==> config.mk <==
export PLATFORM = sky130hd
export DESIGN_NAME = adcs_sequencer
export DESIGN_NICKNAME = d
export VERILOG_FILES = /design/src/logic/adcs_pkg.sv /design/src/logic/adcs_sequencer.sv
export VERILOG_INCLUDE_DIRS = /design/src /design/src/logic
export SDC_FILE = /design/constraint.sdc
export NUM_CORES = 1
export LEC_CHECK = 0
export ABC_AREA = 0
export BUFFER_PORTS_ARGS = -buffer_cell sky130_fd_sc_hd__buf_2
export CORE_ASPECT_RATIO = 1.5
export CORE_MARGIN = 3
export CORE_UTILIZATION = 40
export CTS_BUF_LIST = sky130_fd_sc_hd__clkbuf_4 sky130_fd_sc_hd__clkbuf_8
export DETAILED_ROUTE_END_ITERATION = 8
export PLACE_DENSITY = 0.71
export SLEW_MARGIN = 20
export SYNTH_ARGS = -nofsm -noshare
export SYNTH_HDL_FRONTEND = slang
export SYNTH_SLANG_ARGS = --single-unit
==> constraint.sdc <==
create_clock -name MCLK -period 6.7 [get_ports MCLK]
set_input_delay 1.34 -clock MCLK [delete_from_list [all_inputs] [get_ports MCLK]]
set_output_delay 1.34 -clock MCLK [all_outputs]
set_load 0.02 [all_outputs]
==> src/logic/adcs_params.svh <==
`ifndef ADCS_PARAMS_SVH
`define ADCS_PARAMS_SVH

// ****************************************************************
// Clock select codes and half-period divider lengths (MCLK cycles)
// ****************************************************************
`define ADCS_SEL_DIV2 2'h0
`define ADCS_SEL_DIV8 2'h1
`define ADCS_SEL_DIV32 2'h2
`define ADCS_SEL_RC 2'h3
`define ADCS_HALF_DIV2 5'h01
`define ADCS_HALF_DIV8 5'h04
`define ADCS_HALF_DIV32 5'h10

// ****************************************************************
// Conversion timing in half bit-conversion periods
// ****************************************************************
`define ADCS_CONV_HALVES 5'h13
`define ADCS_SAMPLE_HALVES 5'h03
`define ADCS_HOLD_HALVES 5'h04

// ****************************************************************
// Start delay for the RC clock: one instruction cycle
// ****************************************************************
`define ADCS_CLK_PERIOD_NS 8
`define ADCS_INSTR_TIME_NS 32
`define ADCS_INSTR_CLKS \
    ((`ADCS_INSTR_TIME_NS + `ADCS_CLK_PERIOD_NS - 1) / `ADCS_CLK_PERIOD_NS)

// ****************************************************************
// Reset values, SAR start code and port configuration codes
// ****************************************************************
`define ADCS_RESULT_RST 8'h00
`define ADCS_SAR_MSB 8'h80
`define ADCS_CFG_ALL_A 3'h0
`define ADCS_CFG_A_VREF 3'h1
`define ADCS_CFG_ALL_A2 3'h2
`define ADCS_CFG_A_VREF2 3'h3
`define ADCS_CFG_THREE_A 3'h4

`endif

==> src/logic/adcs_pkg.sv <==
package adcs_pkg;

    // Software-visible converter control fields
    typedef struct packed {
        logic [1:0] conv_clock_select;
        logic [2:0] input_channel_select;
        logic go;
        logic converter_on;
    } adcs_ctrl_s;

    // Sequencer states
    typedef enum logic [2:0] {
        ST_OFF,
        ST_ACQ,
        ST_DELAY,
        ST_CONV,
        ST_HOLD
    } adcs_state_e;

endpackage

==> src/logic/adcs_sequencer.sv <==
`timescale 1ns/10ps
`include "adcs_params.svh"
// Summary of operation
// - Conversion takes nine and a half periods
// - Clock select picks divide or RC
// - Analog-configured pins read back as zero
// - Output-driven channel converts its driven level
// - Digital-input channel still converts normally
// - Clearing go aborts, result untouched
// - Abort waits two periods, then acquires (at once if still in the RC start delay)
// - Completion clears go, loads result, flags
// - RC clock delays start one instruction
// - RC conversion runs in sleep, wakes
// - Sleep completion without irq powers down
// - Sleep with oscillator clock aborts, powers down
// - Bits after fast switch are invalid
// - Acquisition same regardless of resolution
// - Go starts conversion, reads one meanwhile
// - Channel select routes one of five
// - Capacitor reconnected two periods after finish
// - Port config sets analog pins, reference
module adcs_sequencer (
    // Clock and reset
    input wire logic MCLK,
    input wire logic RESET_N,
    // Software control side
    input wire logic CTRL_WE,
    input wire adcs_pkg::adcs_ctrl_s CTRL_WDATA,
    output adcs_pkg::adcs_ctrl_s CTRL_RDATA,
    input wire logic [2:0] PORT_CONFIG_SELECT,
    input wire logic RESULT_WE,
    input wire logic [7:0] RESULT_WDATA,
    output logic [7:0] CONVERSION_RESULT,
    input wire logic CONVERSION_IRQ_ENABLE,
    input wire logic DONE_FLAG_CLR,
    output logic CONVERSION_DONE_FLAG,
    // Power management
    input wire logic SLEEP,
    output logic WAKEUP,
    // RC oscillator half-period tick
    input wire logic RC_TICK,
    // Port A digital side
    input wire logic [5:0] PORT_A_PIN_LEVEL,
    input wire logic [5:0] PORT_A_DIRECTION,
    output logic [5:0] PORT_A_READ,
    output logic VREF_EXTERNAL,
    // Analog front end
    output logic [2:0] CHANNEL_SEL,
    output logic SAMPLE_CONNECT,
    output logic ANALOG_POWER,
    output logic [7:0] DAC_CODE,
    input wire logic CMP_HIGH
);

    // ************************************************************
    // Helper functions
    // ************************************************************

    // Half bit-conversion period in oscillator cycles
    function automatic logic [4:0] half_len(input logic [1:0] sel);
        unique case (sel)
            `ADCS_SEL_DIV2: half_len = `ADCS_HALF_DIV2;
            `ADCS_SEL_DIV8: half_len = `ADCS_HALF_DIV8;
            default: half_len = `ADCS_HALF_DIV32;
        endcase
    endfunction

    // Analog pin mask over RA5..RA0 (RA4 is never analog)
    function automatic logic [5:0] analog_mask(input logic [2:0] cfg);
        unique case (cfg)
            `ADCS_CFG_ALL_A, `ADCS_CFG_ALL_A2: analog_mask = 6'h2F;
            `ADCS_CFG_A_VREF, `ADCS_CFG_A_VREF2: analog_mask = 6'h2F;
            `ADCS_CFG_THREE_A: analog_mask = 6'h0B;
            default: analog_mask = 6'h00;
        endcase
    endfunction

    // ************************************************************
    // State
    // ************************************************************
    localparam logic [2:0] INSTR_CLKS = 3'(`ADCS_INSTR_CLKS);

    adcs_pkg::adcs_state_e state_q, state_d;
    adcs_pkg::adcs_ctrl_s ctrl_q, ctrl_d;
    logic [4:0] div_q, div_d;
    logic [4:0] half_q, half_d;
    logic [2:0] dly_q, dly_d;
    logic [7:0] sar_q, sar_d;
    logic [7:0] mask_q, mask_d;
    logic [7:0] result_q, result_d;
    logic done_q, done_d;
    logic wake_q, wake_d;
    logic pdown_q, pdown_d;
    logic tick;
    logic rc_sel;
    logic powered;

    // Step source; switching clocks mid-run only changes later bits
    assign rc_sel = (ctrl_q.conv_clock_select == `ADCS_SEL_RC);
    assign tick = rc_sel ? RC_TICK
                : (div_q == half_len(ctrl_q.conv_clock_select) - 5'h01);
    assign powered = ctrl_q.converter_on & ~pdown_q;

    // ************************************************************
    // Next-state logic
    // ************************************************************

    // Sequencer, SAR and software-visible bits
    always_comb begin
        state_d = state_q;
        ctrl_d = ctrl_q;
        div_d = tick ? 5'h00 : div_q + 5'h01;
        half_d = half_q;
        dly_d = dly_q;
        sar_d = sar_q;
        mask_d = mask_q;
        result_d = result_q;
        done_d = done_q;
        wake_d = 1'b0;
        pdown_d = pdown_q;
        if (rc_sel || state_q != adcs_pkg::ST_CONV) begin
            if (state_q != adcs_pkg::ST_HOLD) begin
                div_d = 5'h00;
            end
        end
        if (state_q == adcs_pkg::ST_HOLD && rc_sel) begin
            div_d = 5'h00;
        end
        // Software writes first; hardware events below override it, save a same-cycle go set at completion
        if (CTRL_WE) begin
            ctrl_d = CTRL_WDATA;
            pdown_d = 1'b0;
            if (!CTRL_WDATA.converter_on) begin
                ctrl_d.go = 1'b0;
            end
        end
        if (RESULT_WE) begin
            result_d = RESULT_WDATA;
        end
        if (DONE_FLAG_CLR) begin
            done_d = 1'b0;
        end
        unique case (state_q)
            adcs_pkg::ST_OFF: begin
                if (powered) begin
                    state_d = adcs_pkg::ST_ACQ;
                end
            end
            adcs_pkg::ST_ACQ: begin
                // Acquisition has no resolution-dependent length
                if (ctrl_q.go && powered) begin
                    if (rc_sel) begin
                        state_d = adcs_pkg::ST_DELAY;
                        dly_d = 3'h0;
                    end else begin
                        state_d = adcs_pkg::ST_CONV;
                    end
                    half_d = 5'h00;
                    sar_d = `ADCS_SAR_MSB;
                    mask_d = `ADCS_SAR_MSB;
                end
            end
            adcs_pkg::ST_DELAY: begin
                dly_d = dly_q + 3'h1;
                if (dly_q == INSTR_CLKS - 3'h1) begin
                    state_d = adcs_pkg::ST_CONV;
                end
                if (!ctrl_q.go) begin
                    state_d = adcs_pkg::ST_ACQ;
                end
            end
            adcs_pkg::ST_CONV: begin
                if (tick) begin
                    half_d = half_q + 5'h01;
                    // Bit decision at the end of each bit period
                    if (half_q >= `ADCS_SAMPLE_HALVES + 5'h01
                        && !half_q[0]) begin
                        sar_d = CMP_HIGH ? sar_q : (sar_q & ~mask_q);
                        sar_d = sar_d | (mask_q >> 1);
                        mask_d = mask_q >> 1;
                    end
                    if (half_q == `ADCS_CONV_HALVES - 5'h01) begin
                        result_d = CMP_HIGH ? sar_q
                                 : (sar_q & ~mask_q);
                        ctrl_d.go = 1'b0;
                        if (CTRL_WE && CTRL_WDATA.go) begin
                            ctrl_d.go = CTRL_WDATA.converter_on;
                        end
                        done_d = 1'b1;
                        half_d = 5'h00;
                        state_d = adcs_pkg::ST_HOLD;
                        if (SLEEP) begin
                            wake_d = CONVERSION_IRQ_ENABLE;
                            pdown_d = ~CONVERSION_IRQ_ENABLE;
                        end
                    end
                end
                // Abort leaves the result alone and still holds off
                if (!ctrl_q.go) begin
                    half_d = 5'h00;
                    state_d = adcs_pkg::ST_HOLD;
                end
            end
            adcs_pkg::ST_HOLD: begin
                if (tick) begin
                    half_d = half_q + 5'h01;
                    if (half_q == `ADCS_HOLD_HALVES - 5'h01) begin
                        state_d = adcs_pkg::ST_ACQ;
                    end
                end
            end
            default: state_d = adcs_pkg::ST_OFF;
        endcase
        // Sleep on an oscillator clock kills the run, bit stays set
        if (SLEEP && !rc_sel && state_q != adcs_pkg::ST_OFF) begin
            pdown_d = 1'b1;
            ctrl_d.go = 1'b0;
        end
        if (!powered || pdown_d) begin
            state_d = adcs_pkg::ST_OFF;
            if (state_q == adcs_pkg::ST_CONV && ctrl_d.go) begin
                ctrl_d.go = 1'b0;
            end
        end
        // Hardware set beats a same-cycle software clear
        if (done_q && !DONE_FLAG_CLR) begin
            done_d = 1'b1;
        end
    end

    // ************************************************************
    // Registers
    // ************************************************************

    // All state resets synchronously
    always_ff @(posedge MCLK) begin
        if (!RESET_N) begin
            state_q <= adcs_pkg::ST_OFF;
            ctrl_q <= '0;
            div_q <= 5'h00;
            half_q <= 5'h00;
            dly_q <= 3'h0;
            sar_q <= 8'h00;
            mask_q <= 8'h00;
            result_q <= `ADCS_RESULT_RST;
            done_q <= 1'b0;
            wake_q <= 1'b0;
            pdown_q <= 1'b0;
        end else begin
            state_q <= state_d;
            ctrl_q <= ctrl_d;
            div_q <= div_d;
            half_q <= half_d;
            dly_q <= dly_d;
            sar_q <= sar_d;
            mask_q <= mask_d;
            result_q <= result_d;
            done_q <= done_d;
            wake_q <= wake_d;
            pdown_q <= pdown_d;
        end
    end

    // ************************************************************
    // Outputs
    // ************************************************************

    // Channel routing ignores pin direction and digital config
    assign CHANNEL_SEL = ctrl_q.input_channel_select;
    assign SAMPLE_CONNECT = (state_q == adcs_pkg::ST_ACQ)
                          || (state_q == adcs_pkg::ST_DELAY)
                          || (state_q == adcs_pkg::ST_CONV
                              && half_q < `ADCS_SAMPLE_HALVES - 5'h02);
    assign ANALOG_POWER = powered;
    assign DAC_CODE = sar_q;
    assign CTRL_RDATA = ctrl_q;
    assign CONVERSION_RESULT = result_q;
    assign CONVERSION_DONE_FLAG = done_q;
    assign WAKEUP = wake_q;

    // Pins configured analog read as low
    assign PORT_A_READ = PORT_A_PIN_LEVEL
                       & ~analog_mask(PORT_CONFIG_SELECT);
    assign VREF_EXTERNAL = (PORT_CONFIG_SELECT == `ADCS_CFG_A_VREF)
                         || (PORT_CONFIG_SELECT == `ADCS_CFG_A_VREF2);

endmodule

---- After elaboration in Yosys (flattened, before gate mapping) ----
Index checks and enable logic that the tools add are counted.
word-level totals
  memories ................................ 0
  bits in read-only memories .............. 0
  RAM bits ................................ 0
  bits in latches ......................... 0
  output and inout bits ................... 37
  register bits ........................... 50
operators by class
  div/mod/pow operators ................... 0
  multipliers ............................. 0
  shifts and indexed selects .............. 0
  equality and inequality tests ........... 26
  bitwise operators ....................... 9
  $lt $le $gt $ge ......................... 2
  $add $sub $neg .......................... 4
  reduce and logical (&&, ||, !) cells .... 33
  mux-type cells .......................... 58
operators with widths
  cell                                                             number
  8-bit two-way mux                                                10
  5-bit two-way mux                                                8
  3-bit two-way mux                                                11
  8-bit case mux with 2 select lines                               2
  1-bit two-way mux                                                21
  3-bit by 2-bit == test with 1-bit output, second input constant  5
  3-bit case mux with 5 select lines                               1
  5-bit case mux with 3 select lines                               1
  2-bit inequality test, second input constant                     6
  3-bit inequality test, second input constant                     4
  6-bit case mux with 2 select lines                               1
  5-bit by 1-bit adder with 5-bit output, second input constant    2
  5-bit case mux with 2 select lines                               1
  1-bit logical AND                                                9
  8-bit bitwise AND                                                1
  8-bit inverter                                                   1
  8-bit by 7-bit bitwise OR with 8-bit output                      1
  4-bit AND reduction                                              2
  7-bit AND reduction                                              1
  6-bit bitwise AND                                                1
  3-bit by 1-bit == test with 1-bit output, second input constant  2
  3-bit == test, second input constant                             2
  3-bit logical NOT                                                2
  6-bit inverter                                                   1
  other kinds (24)                                                 36

---- Logic depth before layout (Yosys ltp) ----
  word-level depth ........................ 11
  mapped depth ............................ 11

---- Worst setup path after synthesis ----
No wires, ideal clock.
  path type ............................... input to output
  from .................................... input PORT_CONFIG_SELECT[0]
  to ...................................... output PORT_A_READ[0]
  slack ................................... 3.633 ns
  data arrival time ....................... 1.727 ns
  buffers on the path ..................... 0
  cell stages on the path ................. 2
  cells stage by stage .................... o21a_1 -> and2_1
between the ends
  word-level cells in the longest chain between the ends .. 5
RTL lines
  element                                                           line                   text
  from (decl)                                                       adcs_sequencer.sv:30   input wire logic [2:0] PORT_CONFIG_SELECT,
  3-bit by 1-bit == test with 1-bit output (tied with other cells)  adcs_sequencer.sv:70   unique case (cfg)
  4-bit OR reduction (no source line)                               -
  6-bit case mux with 2 select lines (*)                            adcs_sequencer.sv:70
  6-bit inverter (*)                                                adcs_sequencer.sv:283  & ~analog_mask(PORT_CONFIG_SELECT);
  6-bit bitwise AND (*)                                             adcs_sequencer.sv:283
  to (decl)                                                         adcs_sequencer.sv:45   output logic [5:0] PORT_A_READ,
Every way passes the cells marked *; elsewhere a longest branch is shown, timed or not.

==> results.yml <==
sta:
  finalClockSkew_ps: 14.9
  slew_headroom_pct: 30.4
  fin_crit_sh_pct: 50.7
  fin_tns_setup_ps: 0
  rsz0062_at_grt: "false"
  fmax_ghz: 0.295
  finalHoldViolations: 0
  finalSetupViolations: 0
  hold_ws_ps: 460
  min_period_ps: 3390
  tightest_slew_ps: 1030
  drv_slew: 0
floorplanning:
  die_w_microns: 72.5
  start_util_pct: 42.0
  core_area_sq_um: 6310
  io_pins: 76
  die_height_microns: 106
  die_area_sq_um: 7660
  rows: 35
global_route:
  grt_first_pass_wirelength_mm: 10.1
  grt-ovfl-total: 0
  grt_usage_pct: 16.2
  grt_pass1_vias: 2261
  grt_max_degree: 37
  antenna_found_initial: 0
flow_run:
  cap_violations: 0
placed_design:
  dpl.cell_count: 437
  hpwl_mm: 4.45
  port-buffer-count: 67
  postPlaceCellArea_sq_um: 2970
  gp_congestion: 0.861
power:
  p_sw_mw: 0.152
  p_total_mw: 0.593
  p_int_mw: 0.441
  p_leak_nw: 1.34
  p_clk_share_pct: 36.9
  peakVddDrop_v: 0.000108
  switching_share_pct: 25.6
  power_density_nw_per_um2: 192
  p_seq_share_pct: 51.8
  power_frac_comb_pct: 11.4
route:
  wl_per_cell_microns: 14.0
  drc: 0
  ant_nets: 0
  wirelength_mm: 6.22
  num_vias: 2457
  drtIter0Drc: 155
  first_pass_iters: 4
  drt-vias-per-instance: 5.52
yosys:
  syn_area_sq_um: 2650
  synth_area_per_cell_sq_um: 8.31
  ys_top_cells_by_count: "dfxtp_1, nand2_1, a21oi_1"
  synth_warnings: 0
  synth.largest_area_cell: "dfxtp_1"
  synth_area_leaders: "dfxtp_1, mux2i_1, a21oi_1"
  synth_nets: 365
  synth_edf_count: 0
  async_reset_ff_share_pct: 0
  yosysTopAreaCellShare_pct: 37.8
  postSynthCellCount: 319
  ys_ff_latch: 50
  synth.most_common_cell: "dfxtp_1"
  synth_flop_cell: "dfxtp_1"
  synth.distinct_cells: 48
  seq_area_frac_synth_pct: 37.8
layout:
  final_nets: 416
  drive_gt1_share_pct: 23.5
  syn2layout_area_growth_pct: 16.5
  regArea_sq_um: 1000
  n_antenna_cell: 0
  fillers: 631
  multiInputGateArea_sq_um: 1510
  final_design_area_no_fill_sq_um: 3090
  fin_cells: 445
clocking:
  post_cts_buffers: 0
  clkTransAtPathRegs_ps: 90
  insertion_delay_ps: 320
  h-tree-depth: 2
  clockBufferDepth: 2
  cts-resized-gates: 0
  cts.sink_count: 50
  tritoncts: "built"
  clockRootBuffer: "clkbuf_8"
  numCtsBuffers: 5
  hold_buffers: 0
setup_path:
  reg2reg_to: "CONVERSION_RESULT[4]"
  worstSetupEndpoint: "half_q[3]"
  r2r_slack_ps: 3780
  path_class: "primary input to flop"
  cp-start-kind: "primary input"
  crit_fanout: 36
  required_ps: 6940
  arrival_ps: 3640
  reg2reg_depth: 8
  crit_path_end_kind: "flop"
  r2r_start: "CTRL_RDATA[6]"
  critPathLaunch: "RESET_N"
hold_path:
  min_path_type: "flop to flop"
status:
  outcome: "completed"
## cell type report
cell class | instances | area share [%]
flip-flops and latches | 50 | 32.4
inverters | 9 | 1.09
repair buffers | 67 | 10.9
multi-input cells | 237 | 49.0
clock inverters | 3 | 1.46
well taps | 74 | 3.00
clock buffers | 5 | 2.23
## worst max-delay path, stage by stage
cell      delay, ps
buf_2           190
clkinv_1        820
o41ai_1        1030
nand2b_1        100
mux2i_1         140
## sequential cells by signal (all words and copies together), names as in the netlist
| name | count |
|---|---|
| CONVERSION_RESULT | 8 |
| DAC_CODE | 8 |
| mask_q | 8 |
| div_q | 5 |
| half_q | 5 |
| CTRL_RDATA | 4 |
| CHANNEL_SEL | 3 |
| dly_q | 3 |
| state_q | 3 |
| CONVERSION_DONE_FLAG | 1 |
| WAKEUP | 1 |
| pdown_q | 1 |
## metal layers
layer | track usage, % | vias to the layer above | wire (microns)
met5 | 0 | - | 0
met3 | 2.39 | 11 | 462
met2 | 28.4 | 100 | 3040
met4 | 7.52 | 0 | 146
li1 | - | 1226 | -
met1 | 18.9 | 1120 | 2570
## kinds of logic after synthesis
family / synth area share, %
adders and majority gates: 3.30
muxes: 7.98
and+or+nand+nor: 23.5
AOI/OAI and AO/OA: 20.5
xor gates and xnor gates: 1.65
buffers and inverters: 5.33
DFF: 37.8
## through the flow
step / util, % / setup WS, ps
CTS: 48.9 / 3230
global placement: 47.1 / 2930
finish: 49.0 / 3310
floorplan: - / 3630
global route: 49.0 / 3040
detailed placement: 47.1 / 2900
## how the worst min path moves through the flow
stage | from | end | slack, ps | cells after the start
after floorplan | mask_q[0] | mask_q[0] | 430 | 2
after global placement | mask_q[0] | mask_q[0] | 440 | 2
after detailed placement | mask_q[0] | mask_q[0] | 450 | 2
after CTS | mask_q[0] | mask_q[0] | 460 | 2
after global routing | mask_q[0] | mask_q[0] | 500 | 2
final | mask_q[0] | mask_q[0] | 460 | 2
## power by group through the flow
stage          Combinational [mW]  Sequential (mW)  Clock (mW)
6_report                   0.0673            0.307       0.219
5_1_grt                    0.0733            0.308       0.234
4_1_cts                    0.0677            0.307       0.225
3_5_place_dp               0.0673            0.314           0
3_3_place_gp               0.0663            0.314           0
2_1_floorplan              0.0418            0.318           0
## cell usage in the layout, fill, tap and decap left out, types with 5 or more instances in the layout
master    count
a21o_1        8
clkbuf_8      5
inv_1         8
mux2i_1      20
o21ai_0       5
nor2_1       17
a21oi_1      33
nor3_1        9
buf_2        67
nand3_1      25
a211oi_1      7
nand2_1      34
and2_1        8
nand2b_1     17
ha_1          7
dfxtp_1      50
nor2b_1       5
(Power assumes the default switching activity.)
